<file path="config.mk">
export PLATFORM = sky130hd
export DESIGN_NAME = pcr_io_block
export DESIGN_NICKNAME = d
export VERILOG_FILES = /design/src/design/pcr_pkg.sv /design/src/design/pcr_pad_cell.sv /design/src/design/pcr_io_block.sv
export SDC_FILE = /design/constraint.sdc
export NUM_CORES = 1
export LEC_CHECK = 0
export BUFFER_PORTS_ARGS = -buffer_cell sky130_fd_sc_hd__buf_2
export CORE_ASPECT_RATIO = 0.6
export CORE_UTILIZATION = 40
export DETAILED_ROUTE_END_ITERATION = 16
export PLACE_DENSITY = 0.54
export SLEW_MARGIN = 20
export SYNTH_ARGS = -nofsm -noshare
export SYNTH_HDL_FRONTEND = slang
export SYNTH_SLANG_ARGS = --single-unit
</file>
<file path="constraint.sdc">
create_clock -name core_clk -period 17.5 [get_ports core_clk]
set_clock_uncertainty 0.2 [all_clocks]
set_input_delay 0 -clock core_clk [delete_from_list [all_inputs] [get_ports core_clk]]
set_output_delay 0 -clock core_clk [all_outputs]
set_load 0.05 [all_outputs]
</file>
<file path="src/design/pcr_pkg.sv">
// pcr_pkg: constants and carriers for the pad cell cluster
// assumes one core clock and APB register access
package pcr_pkg;
  localparam int CELLS = 6;
  localparam int ROW_CELLS = 4;
  localparam int SHARED = 4;
  // word indices; byte address is four times the index
  localparam logic [5:0] CFG_IDX = 6'h00;
  localparam logic [5:0] INV_IDX = 6'h06;
  localparam logic [5:0] CTRL_IDX = 6'h0c;
  localparam logic [5:0] PIN_IDX = 6'h0d;
  localparam logic [5:0] CAP_IDX = 6'h0e;
  localparam logic [23:0] CFG_RESET = 24'h00_0000;
  localparam logic [7:0] INV_RESET = 8'h00;
  localparam logic CTRL_RESET = 1'b0;
  localparam int SYNC_STAGES = 2;

  typedef enum logic [2:0] {
    SRC_SH0 = 3'b000,
    SRC_SH1 = 3'b001,
    SRC_SH2 = 3'b010,
    SRC_SH3 = 3'b011,
    SRC_CELL = 3'b100
  } pcr_src_t;

  typedef struct packed {
    logic [SHARED-1:0] oe;
    logic [SHARED-1:0] ce;
    logic [SHARED-1:0] clk;
    logic [SHARED-1:0] clr;
  } pcr_shared_t;

  typedef struct packed {
    logic dataA;
    logic dataB;
    logic oe;
    logic ceIn;
    logic ceOut;
    logic clk;
    logic clr;
  } pcr_lines_t;

  typedef struct packed {
    logic ddrIn;
    logic ddrOut;
    logic presetMode;
    pcr_src_t selClkOut;
    pcr_src_t selClkIn;
    pcr_src_t selSclr;
    pcr_src_t selAclr;
    pcr_src_t selCeOut;
    pcr_src_t selCeIn;
    pcr_src_t selOe;
  } pcr_cfg_t;

  typedef struct packed {
    logic pin;
    logic clr;
    logic clk;
    logic ceOut;
    logic ceIn;
    logic oe;
    logic dataB;
    logic dataA;
  } pcr_inv_t;

  typedef struct packed {
    logic pin;
    logic dA;
    logic dB;
    logic oe;
    logic ceIn;
    logic ceOut;
    logic aclr;
    logic sclr;
    logic clkIn;
    logic clkOut;
  } pcr_strobe_t;

  typedef struct packed {
    logic pinOut;
    logic pinOe;
    logic capA;
    logic capB;
    logic capL;
  } pcr_cellout_t;
endpackage : pcr_pkg

</file>
<file path="src/design/pcr_pad_cell.sv">
// pcr_pad_cell: the six registers and input latch of one pad cell
// assumes strobes already selected, inverted and synchronised to core_clk
`timescale 1ns/1ps
`default_nettype none
module pcr_pad_cell import pcr_pkg::*; (
  input wire logic core_clk,
  input wire logic reset,
  input wire pcr_strobe_t st,
  input wire logic ddrOut,
  input wire logic initVal,
  output pcr_cellout_t co
);
  logic prevIn;
  logic prevOut;
  logic inA;
  logic inB;
  logic inL;
  logic outA;
  logic outB;
  logic oePos;
  logic oeNeg;
  logic riseIn;
  logic fallIn;
  logic riseOut;
  logic fallOut;
  logic actIn;
  logic actOut;

  // cell clocks are oversampled, so edges are detected levels
  always_ff @(posedge core_clk or posedge reset) begin
    if (reset) begin
      prevIn <= 1'b0;
      prevOut <= 1'b0;
    end else begin
      prevIn <= st.clkIn;
      prevOut <= st.clkOut;
    end
  end
  assign riseIn = st.clkIn & ~prevIn;
  assign fallIn = ~st.clkIn & prevIn;
  assign riseOut = st.clkOut & ~prevOut;
  assign fallOut = ~st.clkOut & prevOut;
  // sync clear acts on the edge even while the enable is low
  assign actIn = st.ceIn | st.sclr;
  assign actOut = st.ceOut | st.sclr;

  // input capture: rising, falling and the latch
  always_ff @(posedge core_clk or posedge reset) begin
    if (reset) begin
      inA <= 1'b0;
      inB <= 1'b0;
      inL <= 1'b0;
    end else if (st.aclr) begin
      inA <= initVal;
      inB <= initVal;
      inL <= initVal;
    end else begin
      if (riseIn & actIn) begin
        inA <= st.sclr ? initVal : st.pin;
      end
      if (fallIn & actIn) begin
        inB <= st.sclr ? initVal : st.pin;
        inL <= st.sclr ? initVal : inA;
      end
    end
  end

  // output and enable registers share one clock and enable
  always_ff @(posedge core_clk or posedge reset) begin
    if (reset) begin
      outA <= 1'b0;
      outB <= 1'b0;
      oePos <= 1'b0;
      oeNeg <= 1'b0;
    end else if (st.aclr) begin
      outA <= initVal;
      outB <= initVal;
      oePos <= initVal;
      oeNeg <= initVal;
    end else begin
      if (riseOut & actOut) begin
        outA <= st.sclr ? initVal : st.dA;
        outB <= st.sclr ? initVal : st.dB;
        oePos <= st.sclr ? initVal : st.oe;
      end
      if (fallOut & actOut) begin
        oeNeg <= st.sclr ? initVal : oePos;
      end
    end
  end

  // pin mux: in double rate, high phase shows outA, low phase outB; single rate always shows outA
  always_ff @(posedge core_clk or posedge reset) begin
    if (reset) begin
      co <= '0;
    end else begin
      co.pinOut <= (ddrOut & ~st.clkOut) ? outB : outA;
      co.pinOe <= ddrOut ? (oePos & oeNeg) : oePos;
      co.capA <= inA;
      co.capB <= inB;
      co.capL <= inL;
    end
  end
endmodule : pcr_pad_cell
`default_nettype wire

</file>
<file path="src/design/pcr_io_block.sv">
// pcr_io_block: register cluster of one pad_cell group with APB control
// assumes logic_cluster lines and pins are asynchronous to core_clk
//
// The register offsets and the APB interface to the registers were left to the implementer.
`timescale 1ns/1ps
`default_nettype none
module pcr_io_block import pcr_pkg::*; (
  input wire logic core_clk,
  input wire logic reset,
  input wire logic psel,
  input wire logic penable,
  input wire logic pwrite,
  input wire logic [11:0] paddr,
  input wire logic [31:0] pwdata,
  output logic [31:0] prdata,
  output logic pready,
  output logic pslverr,
  input wire pcr_shared_t sharedLines,
  input wire pcr_lines_t [CELLS-1:0] cellLines,
  input wire logic [CELLS-1:0] padIn,
  output logic [CELLS-1:0] padOut,
  output logic [CELLS-1:0] padOe,
  output logic [2*CELLS-1:0] colRoute,
  output logic [2*CELLS-1:0] rowRoute,
  output logic [2*CELLS-1:0] directLink
);
  localparam int SYNC_W = $bits(pcr_shared_t) + CELLS * $bits(pcr_lines_t) + CELLS;

  logic [SYNC_W-1:0] syncMeta;
  logic [SYNC_W-1:0] syncOut;
  pcr_shared_t sh;
  pcr_lines_t [CELLS-1:0] ln;
  logic [CELLS-1:0] pinS;
  pcr_cfg_t [CELLS-1:0] cellCfg;
  pcr_inv_t [CELLS-1:0] cellInv;
  pcr_strobe_t [CELLS-1:0] st;
  pcr_cellout_t [CELLS-1:0] co;
  logic [CELLS-1:0] active;
  logic rowBlock;
  logic [5:0] wordIdx;
  logic addrHit;
  logic readOnly;
  logic wrEn;
  logic [31:0] next_prdata;
  logic [3*CELLS-1:0] capView;

  // all cell lines and pins cross in two flops before use
  always_ff @(posedge core_clk or posedge reset) begin
    if (reset) begin
      syncMeta <= '0;
      syncOut <= '0;
    end else begin
      syncMeta <= {sharedLines, cellLines, padIn};
      syncOut <= syncMeta;
    end
  end
  assign {sh, ln, pinS} = syncOut;

  // APB decode
  assign wordIdx = paddr[7:2];
  assign addrHit = (paddr[11:8] == 4'h0) && (paddr[1:0] == 2'b00) && (wordIdx <= CAP_IDX);
  assign readOnly = wordIdx >= PIN_IDX;
  assign wrEn = psel & penable & pready & pwrite & ~pslverr;

  always_comb begin
    next_prdata = 32'h0000_0000;
    if (wordIdx == CTRL_IDX) begin
      next_prdata = {31'h0000_0000, rowBlock};
    end else if (wordIdx == PIN_IDX) begin
      next_prdata = {14'h0000, padOe, padOut, pinS};
    end else if (wordIdx == CAP_IDX) begin
      next_prdata = {14'h0000, capView};
    end else if (wordIdx >= INV_IDX && wordIdx < CTRL_IDX) begin
      next_prdata = {24'h00_0000, cellInv[3'(wordIdx - INV_IDX)]};
    end else if (wordIdx < INV_IDX) begin
      next_prdata = {8'h00, cellCfg[3'(wordIdx - CFG_IDX)]};
    end
  end

  // answer in the first access cycle; errors on unmapped accesses or read-only writes
  always_ff @(posedge core_clk or posedge reset) begin
    if (reset) begin
      pready <= 1'b0;
      pslverr <= 1'b0;
      prdata <= 32'h0000_0000;
    end else if (psel & ~penable) begin
      pready <= 1'b1;
      pslverr <= ~addrHit | (pwrite & readOnly);
      prdata <= (addrHit & ~pwrite) ? next_prdata : 32'h0000_0000;
    end else begin
      pready <= 1'b0;
      pslverr <= 1'b0;
      prdata <= 32'h0000_0000;
    end
  end

  // row mode limits the group to four cells
  always_ff @(posedge core_clk or posedge reset) begin
    if (reset) begin
      rowBlock <= CTRL_RESET;
    end else if (wrEn && wordIdx == CTRL_IDX) begin
      rowBlock <= pwdata[0];
    end
  end

  function automatic logic pick(input logic [SHARED-1:0] shr, input logic own,
                                input pcr_src_t sel);
    unique case (sel)
      SRC_SH0: pick = shr[0];
      SRC_SH1: pick = shr[1];
      SRC_SH2: pick = shr[2];
      SRC_SH3: pick = shr[3];
      SRC_CELL: pick = own;
      default: pick = 1'b0;
    endcase
  endfunction : pick

  genvar g;
  generate
    for (g = 0; g < CELLS; g++) begin : gCell
      // 28 lines feed four cells in row mode, 42 feed six otherwise
      assign active[g] = ~rowBlock | (g < ROW_CELLS);

      always_ff @(posedge core_clk or posedge reset) begin
        if (reset) begin
          cellCfg[g] <= CFG_RESET;
          cellInv[g] <= INV_RESET;
        end else if (wrEn) begin
          if (wordIdx == CFG_IDX + 6'(g)) begin
            cellCfg[g] <= pwdata[23:0];
          end
          if (wordIdx == INV_IDX + 6'(g)) begin
            cellInv[g] <= pwdata[7:0];
          end
        end
      end

      // async and sync clear each select their own source; both feed every register of the cell
      always_comb begin
        st[g].pin = pinS[g] ^ cellInv[g].pin;
        st[g].dA = ln[g].dataA ^ cellInv[g].dataA;
        st[g].dB = ln[g].dataB ^ cellInv[g].dataB;
        st[g].oe = pick(sh.oe, ln[g].oe, cellCfg[g].selOe) ^ cellInv[g].oe;
        st[g].ceIn = pick(sh.ce, ln[g].ceIn, cellCfg[g].selCeIn) ^ cellInv[g].ceIn;
        st[g].ceOut = pick(sh.ce, ln[g].ceOut, cellCfg[g].selCeOut) ^ cellInv[g].ceOut;
        st[g].aclr = pick(sh.clr, ln[g].clr, cellCfg[g].selAclr) ^ cellInv[g].clr;
        st[g].sclr = pick(sh.clr, ln[g].clr, cellCfg[g].selSclr) ^ cellInv[g].clr;
        st[g].clkIn = pick(sh.clk, ln[g].clk, cellCfg[g].selClkIn) ^ cellInv[g].clk;
        st[g].clkOut = pick(sh.clk, ln[g].clk, cellCfg[g].selClkOut) ^ cellInv[g].clk;
      end

      pcr_pad_cell uCell (
        .core_clk(core_clk),
        .reset(reset),
        .st(st[g]),
        .ddrOut(cellCfg[g].ddrOut),
        .initVal(cellCfg[g].presetMode),
        .co(co[g])
      );

      assign capView[3*g +: 3] = {co[g].capL, co[g].capB, co[g].capA};

      // unused cells stay tri-stated and silent
      always_ff @(posedge core_clk or posedge reset) begin
        if (reset) begin
          padOut[g] <= 1'b0;
          padOe[g] <= 1'b0;
        end else begin
          padOut[g] <= active[g] & co[g].pinOut;
          padOe[g] <= active[g] & co[g].pinOe;
        end
      end

      // double rate presents latch and falling capture as one pair
      always_ff @(posedge core_clk or posedge reset) begin
        if (reset) begin
          colRoute[2*g +: 2] <= 2'b00;
          rowRoute[2*g +: 2] <= 2'b00;
          directLink[2*g +: 2] <= 2'b00;
        end else begin
          if (!active[g]) begin
            colRoute[2*g +: 2] <= 2'b00;
          end else if (cellCfg[g].ddrIn) begin
            colRoute[2*g +: 2] <= {co[g].capL, co[g].capB};
          end else begin
            colRoute[2*g +: 2] <= {1'b0, co[g].capA};
          end
          if (rowBlock & active[g]) begin
            rowRoute[2*g +: 2] <= cellCfg[g].ddrIn ? {co[g].capL, co[g].capB} : {1'b0, co[g].capA};
            directLink[2*g +: 2] <= cellCfg[g].ddrIn ? {co[g].capL, co[g].capB} : {1'b0, co[g].capA};
          end else begin
            rowRoute[2*g +: 2] <= 2'b00;
            directLink[2*g +: 2] <= 2'b00;
          end
        end
      end

    end
  endgenerate
endmodule : pcr_io_block
`default_nettype wire

</file>
==> PnR_summary.wiki, run 1 <==
{| class="wikitable"
! Metric !! Value
|-
| Number of resized instances in the post-cts repair step || 0
|-
| Overall die height || 178 um
|-
| Overall fraction of global-route tracks in use || 0.231
|-
| Gate count after technology mapping || 1,496
|-
| Core Footprint || between 0.05 and 0.06 sq mm
|-
| Number of clock buffers inserted by TritonCTS || 45
|-
| Post-layout minimum cycle time || around 3.4 ns
|-
| Register bit total from synthesis || 463
|-
| Starting density of the core || 0.406
|-
| Clock H-tree levels || 2
|-
| Initial DRT Pass Iterations || 7
|-
| Wire length of the first global-routing pass || 89,200 um
|-
| Uppermost layer routed || met4
|-
| Count of max-cap constraint violations || 0
|-
| Source of the worst register-to-register timing path || syncOut[51]$_DFF_PP0_
|-
| Total Nets Final || 1,930
|-
| Hold WC Path Type || in -> async
|-
| IR Drop Worst-Case VDD || about 0.061 mV
|-
| Length of routed wiring on met1 || between 20,000 and 30,000 um
|-
| Syn Std Cell Area || between 0.02 and 0.025 sq mm
|-
| Startpoint type of the worst setup path || register
|-
| Number of nets still failing antenna checks after routing || 0
|-
| Antenna diodes || 0
|-
| Hold_ws || -0.0140 ns
|-
| Total power density per cell area || 95.7 mW/mm^2
|-
| Quantity of I/O buffers inserted on ports || 170
|-
| Routed wire length || 59,900 um
|-
| Mean number of vias per cell || ~5.4
|-
| Weighted congestion reported at the end of routability-driven placement || 0.856
|-
| Total via count after detailed routing || 13.7k
|-
| Number of top-level pins || 195
|-
| Violations in the final reports || negative hold slack
|-
| Iteration-0 DRC Markers || 1,027
|-
| Largest net degree at the start of global routing || 126
|-
| Fraction of registers with async set or reset after synthesis || 1.00
|-
| Vias in the first global route || 13.7k
|-
| R2r endpoint || gCell[0].uCell.inB$_DFFE_PP0P_
|-
| Worst endpoint data arrival time || about 3.6 ns
|-
| Hold violation count in the final report || 16
|-
| Detailed placement HPWL || 41,400 um
|-
| EDFF count, synth || 0
|-
| Post-Route Setup TNS || 0 ns
|-
| Setup repair after global routing missed its margin || no
|-
| TritonCTS clock tree || yes
|-
| Number of remaining DRC errors || 0
|-
| Die width || 295 um
|-
| Avg Cell Area, Syn || 13.8 sq um
|-
| Worst-margin pin slew || around 1.1 ns
|-
| Slew Limit Headroom || 0.239
|-
| Routed length on met3 || 3440 um
|-
| Status || finished, violations left
|-
| Unique masters post-synth || 63
|-
| Yosys synthesis warning count || 0
|-
| Clock latency on the worst-skew pair || 0.57 ns
|-
| Root buffer cell || sky130_fd_sc_hd__clkbuf_16
|-
| Full die area || 0.0526 sq mm
|-
| Worst Path Max Fanout || 12
|-
| Area added between synthesis and finish || 23.2%
|-
| Setup-violating endpoint count in the final report || 0
|-
| Fraction of the cycle the final worst path needs || 0.193
|-
| Type of the worst setup path || reg -> reg
|-
| Overflow after GRT || 0
|-
| WP data required || 17.75 ns
|-
| Worst setup EP type || register
|-
| Share of the yosys chip area belonging to registers || 0.561
|-
| Max Transition Viols Final || 0
|-
| Per-cell routed wire length || ~24 um
|-
| Setup slack of the most critical reg-to-reg path || between 10 and 15 ns
|-
| Number of sinks driven by the clock tree || 463
|-
| Clk slew on worst S/H paths || around 0.06 ns
|-
| Share of layout cells above drive strength 1 || 0.327
|-
| Reg2reg path depth || 6
|-
| Placement row count || 64
|-
| Maximum clock insertion buffer count || 3
|-
| Antenna violations before repair || 0
|-
| Leakage Power || 11.8 nW
|-
| Peak clock frequency supported by timing || ~0.30 GHz
|-
| Met2 wire length || 25,500 um
|-
| Most used flip-flop cell after synthesis || sky130_fd_sc_hd__dfrtp_1
|}
sequential cells by signal, summed over array words and instances, names as in the netlist, 8 cells and up:
register        cells
cellCfg           144
cellInv            48
colRoute           12
directLink          8
gCell.uCell.co     30
prdata             24
syncMeta           64
syncOut            64
critical path: stages, from the launching register on:
cell and delay [ns]:
sky130_fd_sc_hd__dfrtp_1 0.58, sky130_fd_sc_hd__mux4_2 0.54, sky130_fd_sc_hd__mux2i_1 0.42, sky130_fd_sc_hd__xnor2_1 0.45, sky130_fd_sc_hd__nor2_2 0.42, sky130_fd_sc_hd__mux2_2 0.39, sky130_fd_sc_hd__mux2_2 0.26
placed cells by master, fill, tap and decap left out, drive strengths merged, types with 8 or more instances in the layout:
cell         count
nor2            61
nand2b           9
buf            182
nor2b           22
dfrtp          463
and2             8
a222oi          10
mux2           270
bufinv          11
o21ai           43
nand2           65
mux4            60
dlygate4sd3    167
clkbuf          58
xor2            42
or3              8
inv             37
nor3            10
o31ai            8
conb            16
a31oi           28
mux2i           87
nand3b           8
xnor2           31
a21oi           22
nor3b           33
stage by stage:
step / total power, mW / cells / setup WS [ns] / cell area [sq um] / utilization
2_1_floorplan: 1.25 / 1511 / 4.39 / 20700 / -
3_3_place_gp: 1.32 / 2294 / 14.19 / 22100 / 0.434
3_5_place_dp: 1.32 / 2294 / 14.20 / 22100 / 0.434
4_1_cts: 2.46 / 2544 / 14.18 / 25400 / 0.499
5_1_grt: 2.52 / 2544 / 14.11 / 25400 / 0.500
6_report: 2.43 / 2544 / 14.12 / 25400 / 0.500
worst max path at each step:
stage | startpoint | to | slack (ns)
floorplan | reset | cellCfg[0]$_DFFE_PP0P_ | 4.39
detailed placement | syncOut[51]$_DFF_PP0_ | gCell[0].uCell.inA$_DFFE_PP0P_ | 14.20
CTS | syncOut[51]$_DFF_PP0_ | gCell[0].uCell.inB$_DFFE_PP0P_ | 14.18
finish | syncOut[51]$_DFF_PP0_ | gCell[0].uCell.inB$_DFFE_PP0P_ | 14.12
global placement | syncOut[51]$_DFF_PP0_ | gCell[0].uCell.inA$_DFFE_PP0P_ | 14.19
global route | pready$_DFF_PP0_ | cellCfg[73]$_DFFE_PP0P_ | 14.11
cells by family (layout without fill, tap and decap cells):
kind of cell / Yosys count / after routing / synth area share
flip-flops: 463 / 463 / 0.561
multiplexers: 417 / 417 / 0.255
AND/OR/NAND/NOR: 254 / 254 / 0.0661
AO/OA/AOI/OAI: 159 / 159 / 0.0564
buffers and inverters: 127 / 467 / 0.0296
XOR/XNOR: 73 / 73 / 0.0310
adder cells (fa/ha/maj): 2 / 2 / 0.00121
other: 1 / 16 / 0.000182
cells in the mapped netlist (8+ instances only):
master,number,area [sq um]
sky130_fd_sc_hd__dfrtp_1,463,11600
sky130_fd_sc_hd__mux2_2,252,2840
sky130_fd_sc_hd__mux2i_1,87,871
sky130_fd_sc_hd__nand2_1,65,244
sky130_fd_sc_hd__mux4_2,60,1350
sky130_fd_sc_hd__nor2_1,53,199
sky130_fd_sc_hd__clkbuf_1,43,161
sky130_fd_sc_hd__o21ai_0,43,215
sky130_fd_sc_hd__xor2_1,42,368
sky130_fd_sc_hd__inv_1,33,124
sky130_fd_sc_hd__nor3b_1,33,248
sky130_fd_sc_hd__xnor2_1,31,272
sky130_fd_sc_hd__a31oi_1,27,169
sky130_fd_sc_hd__buf_4,26,195
sky130_fd_sc_hd__a21oi_1,22,110
sky130_fd_sc_hd__nor2b_1,22,138
sky130_fd_sc_hd__mux2_1,18,203
sky130_fd_sc_hd__buf_2,17,85.1
sky130_fd_sc_hd__a222oi_1,10,100
sky130_fd_sc_hd__nand2b_1,9,56.3
sky130_fd_sc_hd__and2_1,8,50.1
sky130_fd_sc_hd__nand3b_1,8,60.1
sky130_fd_sc_hd__nor3_1,8,40.0
sky130_fd_sc_hd__or3_1,8,50.1
routing by layer:
metal,vias to the layer above,GRT usage
met5,-,0
li1,6022,-
met4,0,0.0525
met3,69,0.0381
met1,7186,0.360
met2,411,0.334
final cells by class:
class / instances / area (sq um)
inverter: 35 / 139
clock inverter: 25 / 430
timing repair buffer: 349 / 2620
clock buffer: 58 / 1250
tap: 693 / 867
fill: 4514 / 25500
multi-input combinational: 921 / 8550
sequential: 463 / 11600
timing repair:
action,CTS,global route
hold buffers,167,0
setup buffers,0,0
endpoints found under the hold margin,400,0
power by group:
part           leakage [nW]  internal [mW]  switching (mW)  total [mW]
logic                  4.91         0.0814           0.112       0.193
clock network         0.799          0.670           0.437        1.11
registers              6.09           1.10          0.0308        1.13
Power figures use the tool's default switching activity.
==> inputs of run 2 (changes only) <==
--- a/config.mk
+++ b/config.mk
@@ -5,6 +5,7 @@
 export SDC_FILE = /design/constraint.sdc
 export NUM_CORES = 1
 export LEC_CHECK = 0
+export ABC_AREA = 1
 export BUFFER_PORTS_ARGS = -buffer_cell sky130_fd_sc_hd__buf_2
 export CORE_ASPECT_RATIO = 0.6
 export CORE_UTILIZATION = 40
==> constraint.sdc (replaced) <==
create_clock -name core_clk -period 3.2 [get_ports core_clk]
set_clock_uncertainty 0.2 [all_clocks]
set_input_delay 0 -clock core_clk [delete_from_list [all_inputs] [get_ports core_clk]]
set_output_delay 0 -clock core_clk [all_outputs]
set_load 0.05 [all_outputs]
==> PnR_summary.wiki, run 2 <==
{| class="wikitable"
! Metric !! Value
|-
| Total power || 13.2 mW (was 2.43 mW)
|-
| Comb power frac || 0.095 (was 0.079)
|-
| Avg Cell Area, Syn || 8.28 sq um (was 13.8 sq um)
|-
| Number of sinks driven by the clock tree || 463 (unchanged)
|-
| Max Transition Viols Final || 0 (unchanged)
|-
| Full die area || 0.0528 sq mm (was 0.0526 sq mm)
|-
| Per-cell routed wire length || 20.0 um (was 23.6 um)
|-
| Number of top-level pins || 195 (unchanged)
|-
| Area of placed instances || 0.0223 sq mm (was 0.0221 sq mm)
|-
| Ordered list of cells on the worst path || dlygate4sd3_1 -> buf_2 -> nor2_2 -> dlygate4sd3_1 -> buf_4 -> nand2_1 -> dlygate4sd3_1 -> nor4_4 -> o211ai_1 -> dlygate4sd3_1 -> nor2_1 (was mux4_2 -> mux2i_1 -> xnor2_1 -> nor2_2 -> mux2_2 -> mux2_2)
|-
| Peak clock frequency supported by timing || 0.322 GHz
|-
| Most area-consuming cells after synthesis || sky130_fd_sc_hd__dfrtp_1, sky130_fd_sc_hd__nand2_1, sky130_fd_sc_hd__nand3_1 (was sky130_fd_sc_hd__dfrtp_1, sky130_fd_sc_hd__mux2_2, sky130_fd_sc_hd__mux4_2)
|-
| Leakage Power || 12.6 nW (was 11.8 nW)
|-
| Unique masters post-synth || 40 (was 63)
|-
| Sequential group share of total power || 0.468 (was 0.466)
|-
| Wire length of the first global-routing pass || 108,000 um (was 89,200 um)
|-
| Maximum clock insertion buffer count || 3 (unchanged)
|-
| Total power density per cell area || 514 mW/mm^2 (was 95.7 mW/mm^2)
|-
| Startpoint type of the worst setup path || primary input (was register)
|-
| Gate count after technology mapping || 2,503 (was 1,496)
|-
| Overall die height || 178 um (about the same)
|-
| Register bit total from synthesis || 463 (unchanged)
|-
| Setup-violating endpoint count in the final report || 0 (unchanged)
|-
| Yosys synthesis warning count || 0 (unchanged)
|-
| Setup repair after global routing missed its margin || no (unchanged)
|-
| Worst setup EP type || register (unchanged)
|-
| Clock latency on the worst-skew pair || 0.58 ns (was 0.57 ns)
|-
| Internal Dissipation || 9.84 mW (was 1.85 mW)
|-
| Leading cell types in the layout, fill and taps excluded || sky130_fd_sc_hd__nand2_1, sky130_fd_sc_hd__dfrtp_1, sky130_fd_sc_hd__nand3_1, sky130_fd_sc_hd__inv_1, sky130_fd_sc_hd__o21ai_0 (was sky130_fd_sc_hd__dfrtp_1, sky130_fd_sc_hd__mux2_2, sky130_fd_sc_hd__buf_2, sky130_fd_sc_hd__dlygate4sd3_1, sky130_fd_sc_hd__mux2i_1)
|-
| Fill cells || 4,888 (was 4,514)
|-
| Overflow after GRT || 0 (unchanged)
|-
| Worst Path Max Fanout || 12 (unchanged)
|-
| Design area || 0.0256 sq mm (was 0.0254 sq mm)
|-
| Detailed placement HPWL || 51,900 um (was 41,400 um)
|-
| Slowest-stage cell, CP || sky130_fd_sc_hd__dlygate4sd3_1 (was sky130_fd_sc_hd__dfrtp_1)
|-
| Number of nets still failing antenna checks after routing || 0 (unchanged)
|-
| Clock Power Share || 0.438 (was 0.455)
|-
| Die width || 296 um (was 295 um)
|-
| Most used flip-flop cell after synthesis || sky130_fd_sc_hd__dfrtp_1 (unchanged)
|-
| Weighted congestion reported at the end of routability-driven placement || 0.954 (was 0.856)
|-
| Proportion of total power due to net switching || 0.253 (was 0.238)
|-
| Share of the yosys chip area belonging to registers || 0.559 (was 0.561)
|-
| Most instantiated cells after synthesis || sky130_fd_sc_hd__nand2_1, sky130_fd_sc_hd__dfrtp_1, sky130_fd_sc_hd__nand3_1 (was sky130_fd_sc_hd__dfrtp_1, sky130_fd_sc_hd__mux2_2, sky130_fd_sc_hd__mux2i_1)
|-
| Area added between synthesis and finish || 23.5% (was 23.2%)
|-
| Routed wire length || 71,300 um (was 59,900 um)
|-
| TritonCTS clock tree || yes (unchanged)
|-
| Commonest non-fill, non-tap cell in the layout || sky130_fd_sc_hd__nand2_1 (was sky130_fd_sc_hd__dfrtp_1)
|-
| Share of layout cells above drive strength 1 || 0.108 (was 0.327)
|-
| Root buffer cell || sky130_fd_sc_hd__clkbuf_16 (unchanged)
|-
| Worst endpoint data arrival time || 3.38 ns (was 3.63 ns)
|-
| Hold WC Path Type || in -> reg (was in -> async)
|-
| Post-layout minimum cycle time || 3.11 ns
|-
| WP data required || 3.47 ns (was 17.75 ns)
|-
| Hold_ws || 0.0374 ns (was -0.0140 ns)
|-
| Clk slew on worst S/H paths || 0.06 ns (about the same)
|-
| Fraction of registers with async set or reset after synthesis || 1.00 (unchanged)
|-
| Net Switching || 3.33 mW (was 580 uW)
|-
| Overall fraction of global-route tracks in use || 0.277 (was 0.231)
|-
| Syn Std Cell Area || 0.0207 sq mm (about the same)
|-
| Count of max-cap constraint violations || 0 (unchanged)
|-
| Fraction of the cycle the final worst path needs || 0.972
|-
| Largest net degree at the start of global routing || 141 (was 126)
|-
| Most frequently used cell type in the post-synthesis netlist || sky130_fd_sc_hd__nand2_1 (was sky130_fd_sc_hd__dfrtp_1)
|-
| Quantity of I/O buffers inserted on ports || 170 (unchanged)
|-
| Number of cells in the design after placement || 3,311 (was 2,294)
|-
| Placement row count || 64 (unchanged)
|-
| Mean number of vias per cell || 5.21 (was 5.38)
|-
| Starting density of the core || 0.406 (about the same)
|-
| Type of the worst setup path || in -> reg (was reg -> reg)
|-
| Non-Filler Instances || 3,564 (was 2,544)
|-
| Slew Limit Headroom || 0.346 (was 0.239)
|-
| Number of remaining DRC errors || 0 (unchanged)
|-
| EDFF count, synth || 0 (unchanged)
|-
| Clock H-tree levels || 2 (unchanged)
|-
| Total Nets Final || 2,950 (was 1,930)
|-
| Area fraction of the dominant cell type after synthesis || 0.559 (was 0.561)
|-
| Most used cell, CP || sky130_fd_sc_hd__dlygate4sd3_1 (was sky130_fd_sc_hd__mux2_2)
|-
| Largest Register || cellCfg (unchanged)
|-
| Status || finished clean (was finished, violations left)
|-
| Initial DRT Pass Iterations || 6 (was 7)
|-
| IR Drop Worst-Case VDD || 0.558 mV (was 0.0614 mV)
|-
| Vias in the first global route || 17.6k (was 13.7k)
|-
| Total via count after detailed routing || 18.6k (was 13.7k)
|-
| Hold violation count in the final report || 0 (was 16)
|-
| Core Footprint || 0.0511 sq mm (was 0.0509 sq mm)
|-
| Iteration-0 DRC Markers || 2,112 (was 1,027)
|-
| Worst-margin pin slew || 0.980 ns (was 1.14 ns)
|-
| Largest incremental delay on the critical path || 0.60 ns (was 0.58 ns)
|-
| Library cell with the largest summed area after synthesis || sky130_fd_sc_hd__dfrtp_1 (unchanged)
|-
| Largest registers in the final layout || cellCfg (144), syncMeta (64), syncOut (64) (unchanged)
|-
| Max FFs per register || 144 (unchanged)
|-
| Share of the core filled with cells in the final layout || 0.501 (was 0.500)
|-
| Number of clock buffers inserted by TritonCTS || 44 (was 45)
|-
| Antenna violations before repair || 2 (was 0)
|}
run 2: timing repair:
item	CTS	global route
endpoints found under the setup margin	0	3
hold endpoints to repair	746	0
buffers inserted	0	0
hold buffers	171	0
gates resized for setup	0	1
run 2: routing by layer:
| metal | wire (um) | GRT usage | vias up |
|---|---|---|---|
| met4 | 1660 | 0.0696 | 0 |
| met2 | 29200 | 0.394 | 776 |
| li1 | - | - | 8734 |
| met5 | 0 | 0 | - |
| met1 | 33600 | 0.422 | 8944 |
| met3 | 6800 | 0.0630 | 97 |
run 2: area by class of cell:
type | count | area, sq um | area share
Timing Repair Buffer | 385 | 2920 | 0.114
Clock inverter | 26 | 373 | 0.0146
Multi-Input combinational cell | 1677 | 7670 | 0.300
Sequential cell | 463 | 11600 | 0.452
Clock buffer | 55 | 1200 | 0.0470
Tap cell | 693 | 867 | 0.0338
Inverter | 264 | 995 | 0.0388
Antenna cell | 1 | 2.50 | 0.0000977
run 2: power groups by stage:
stage / sequential, mW / clock [mW] / combinational, mW
final: 6.16 / 5.76 / 1.25
after global routing: 6.17 / 6.14 / 1.38
after CTS: 6.16 / 5.88 / 1.24
after detailed placement: 6.26 / 0 / 1.08
after global placement: 6.26 / 0 / 1.06
after floorplan: 6.27 / 0 / 0.626
run 2: stage by stage:
stage               setup TNS [ns]  setup slack, ns
floorplan                 -1512.60            -3.27
global placement                 0            0.671
detailed placement               0            0.674
CTS                              0            0.153
global route                     0          0.00475
finish                           0           0.0910
run 2: cells by family after synthesis:
kind of cell / after synthesis / synth area share
AOI/OAI and AO/OA: 348 / 0.0981
xor gates and xnor gates: 19 / 0.00803
adders and majority gates: 2 / 0.00121
buffers and inverters: 378 / 0.0744
DFF: 463 / 0.559
other: 1 / 0.000181
and+or+nand+nor: 1292 / 0.259
run 2: path summary, 6_finish.rpt:
kind,start,cells past startpoint,endpoint,slack (ns)
worst max register to register,syncOut[50]$_DFF_PP0_,12,gCell[3].uCell.inA$_DFFE_PP0P_,0.64
worst max-delay path,paddr[6],11,prdata[0]$_DFF_PP0_,0.09
min in group asynchronous,reset,4,syncMeta[51]$_DFF_PP0_,0.35
max in group asynchronous,reset,5,syncMeta[37]$_DFF_PP0_,1.38
worst min register to register,syncMeta[18]$_DFF_PP0_,0,syncOut[18]$_DFF_PP0_,0.15
worst min-delay path,paddr[3],8,prdata[0]$_DFF_PP0_,0.04
run 2: worst max-delay path, delay by kind of cell:
| kind | cells | cell delay, ns |
|---|---|---|
| simple gates | 4 | 0.60 |
| compound gates | 1 | 0.16 |
| buf+inv | 6 | 2.62 |
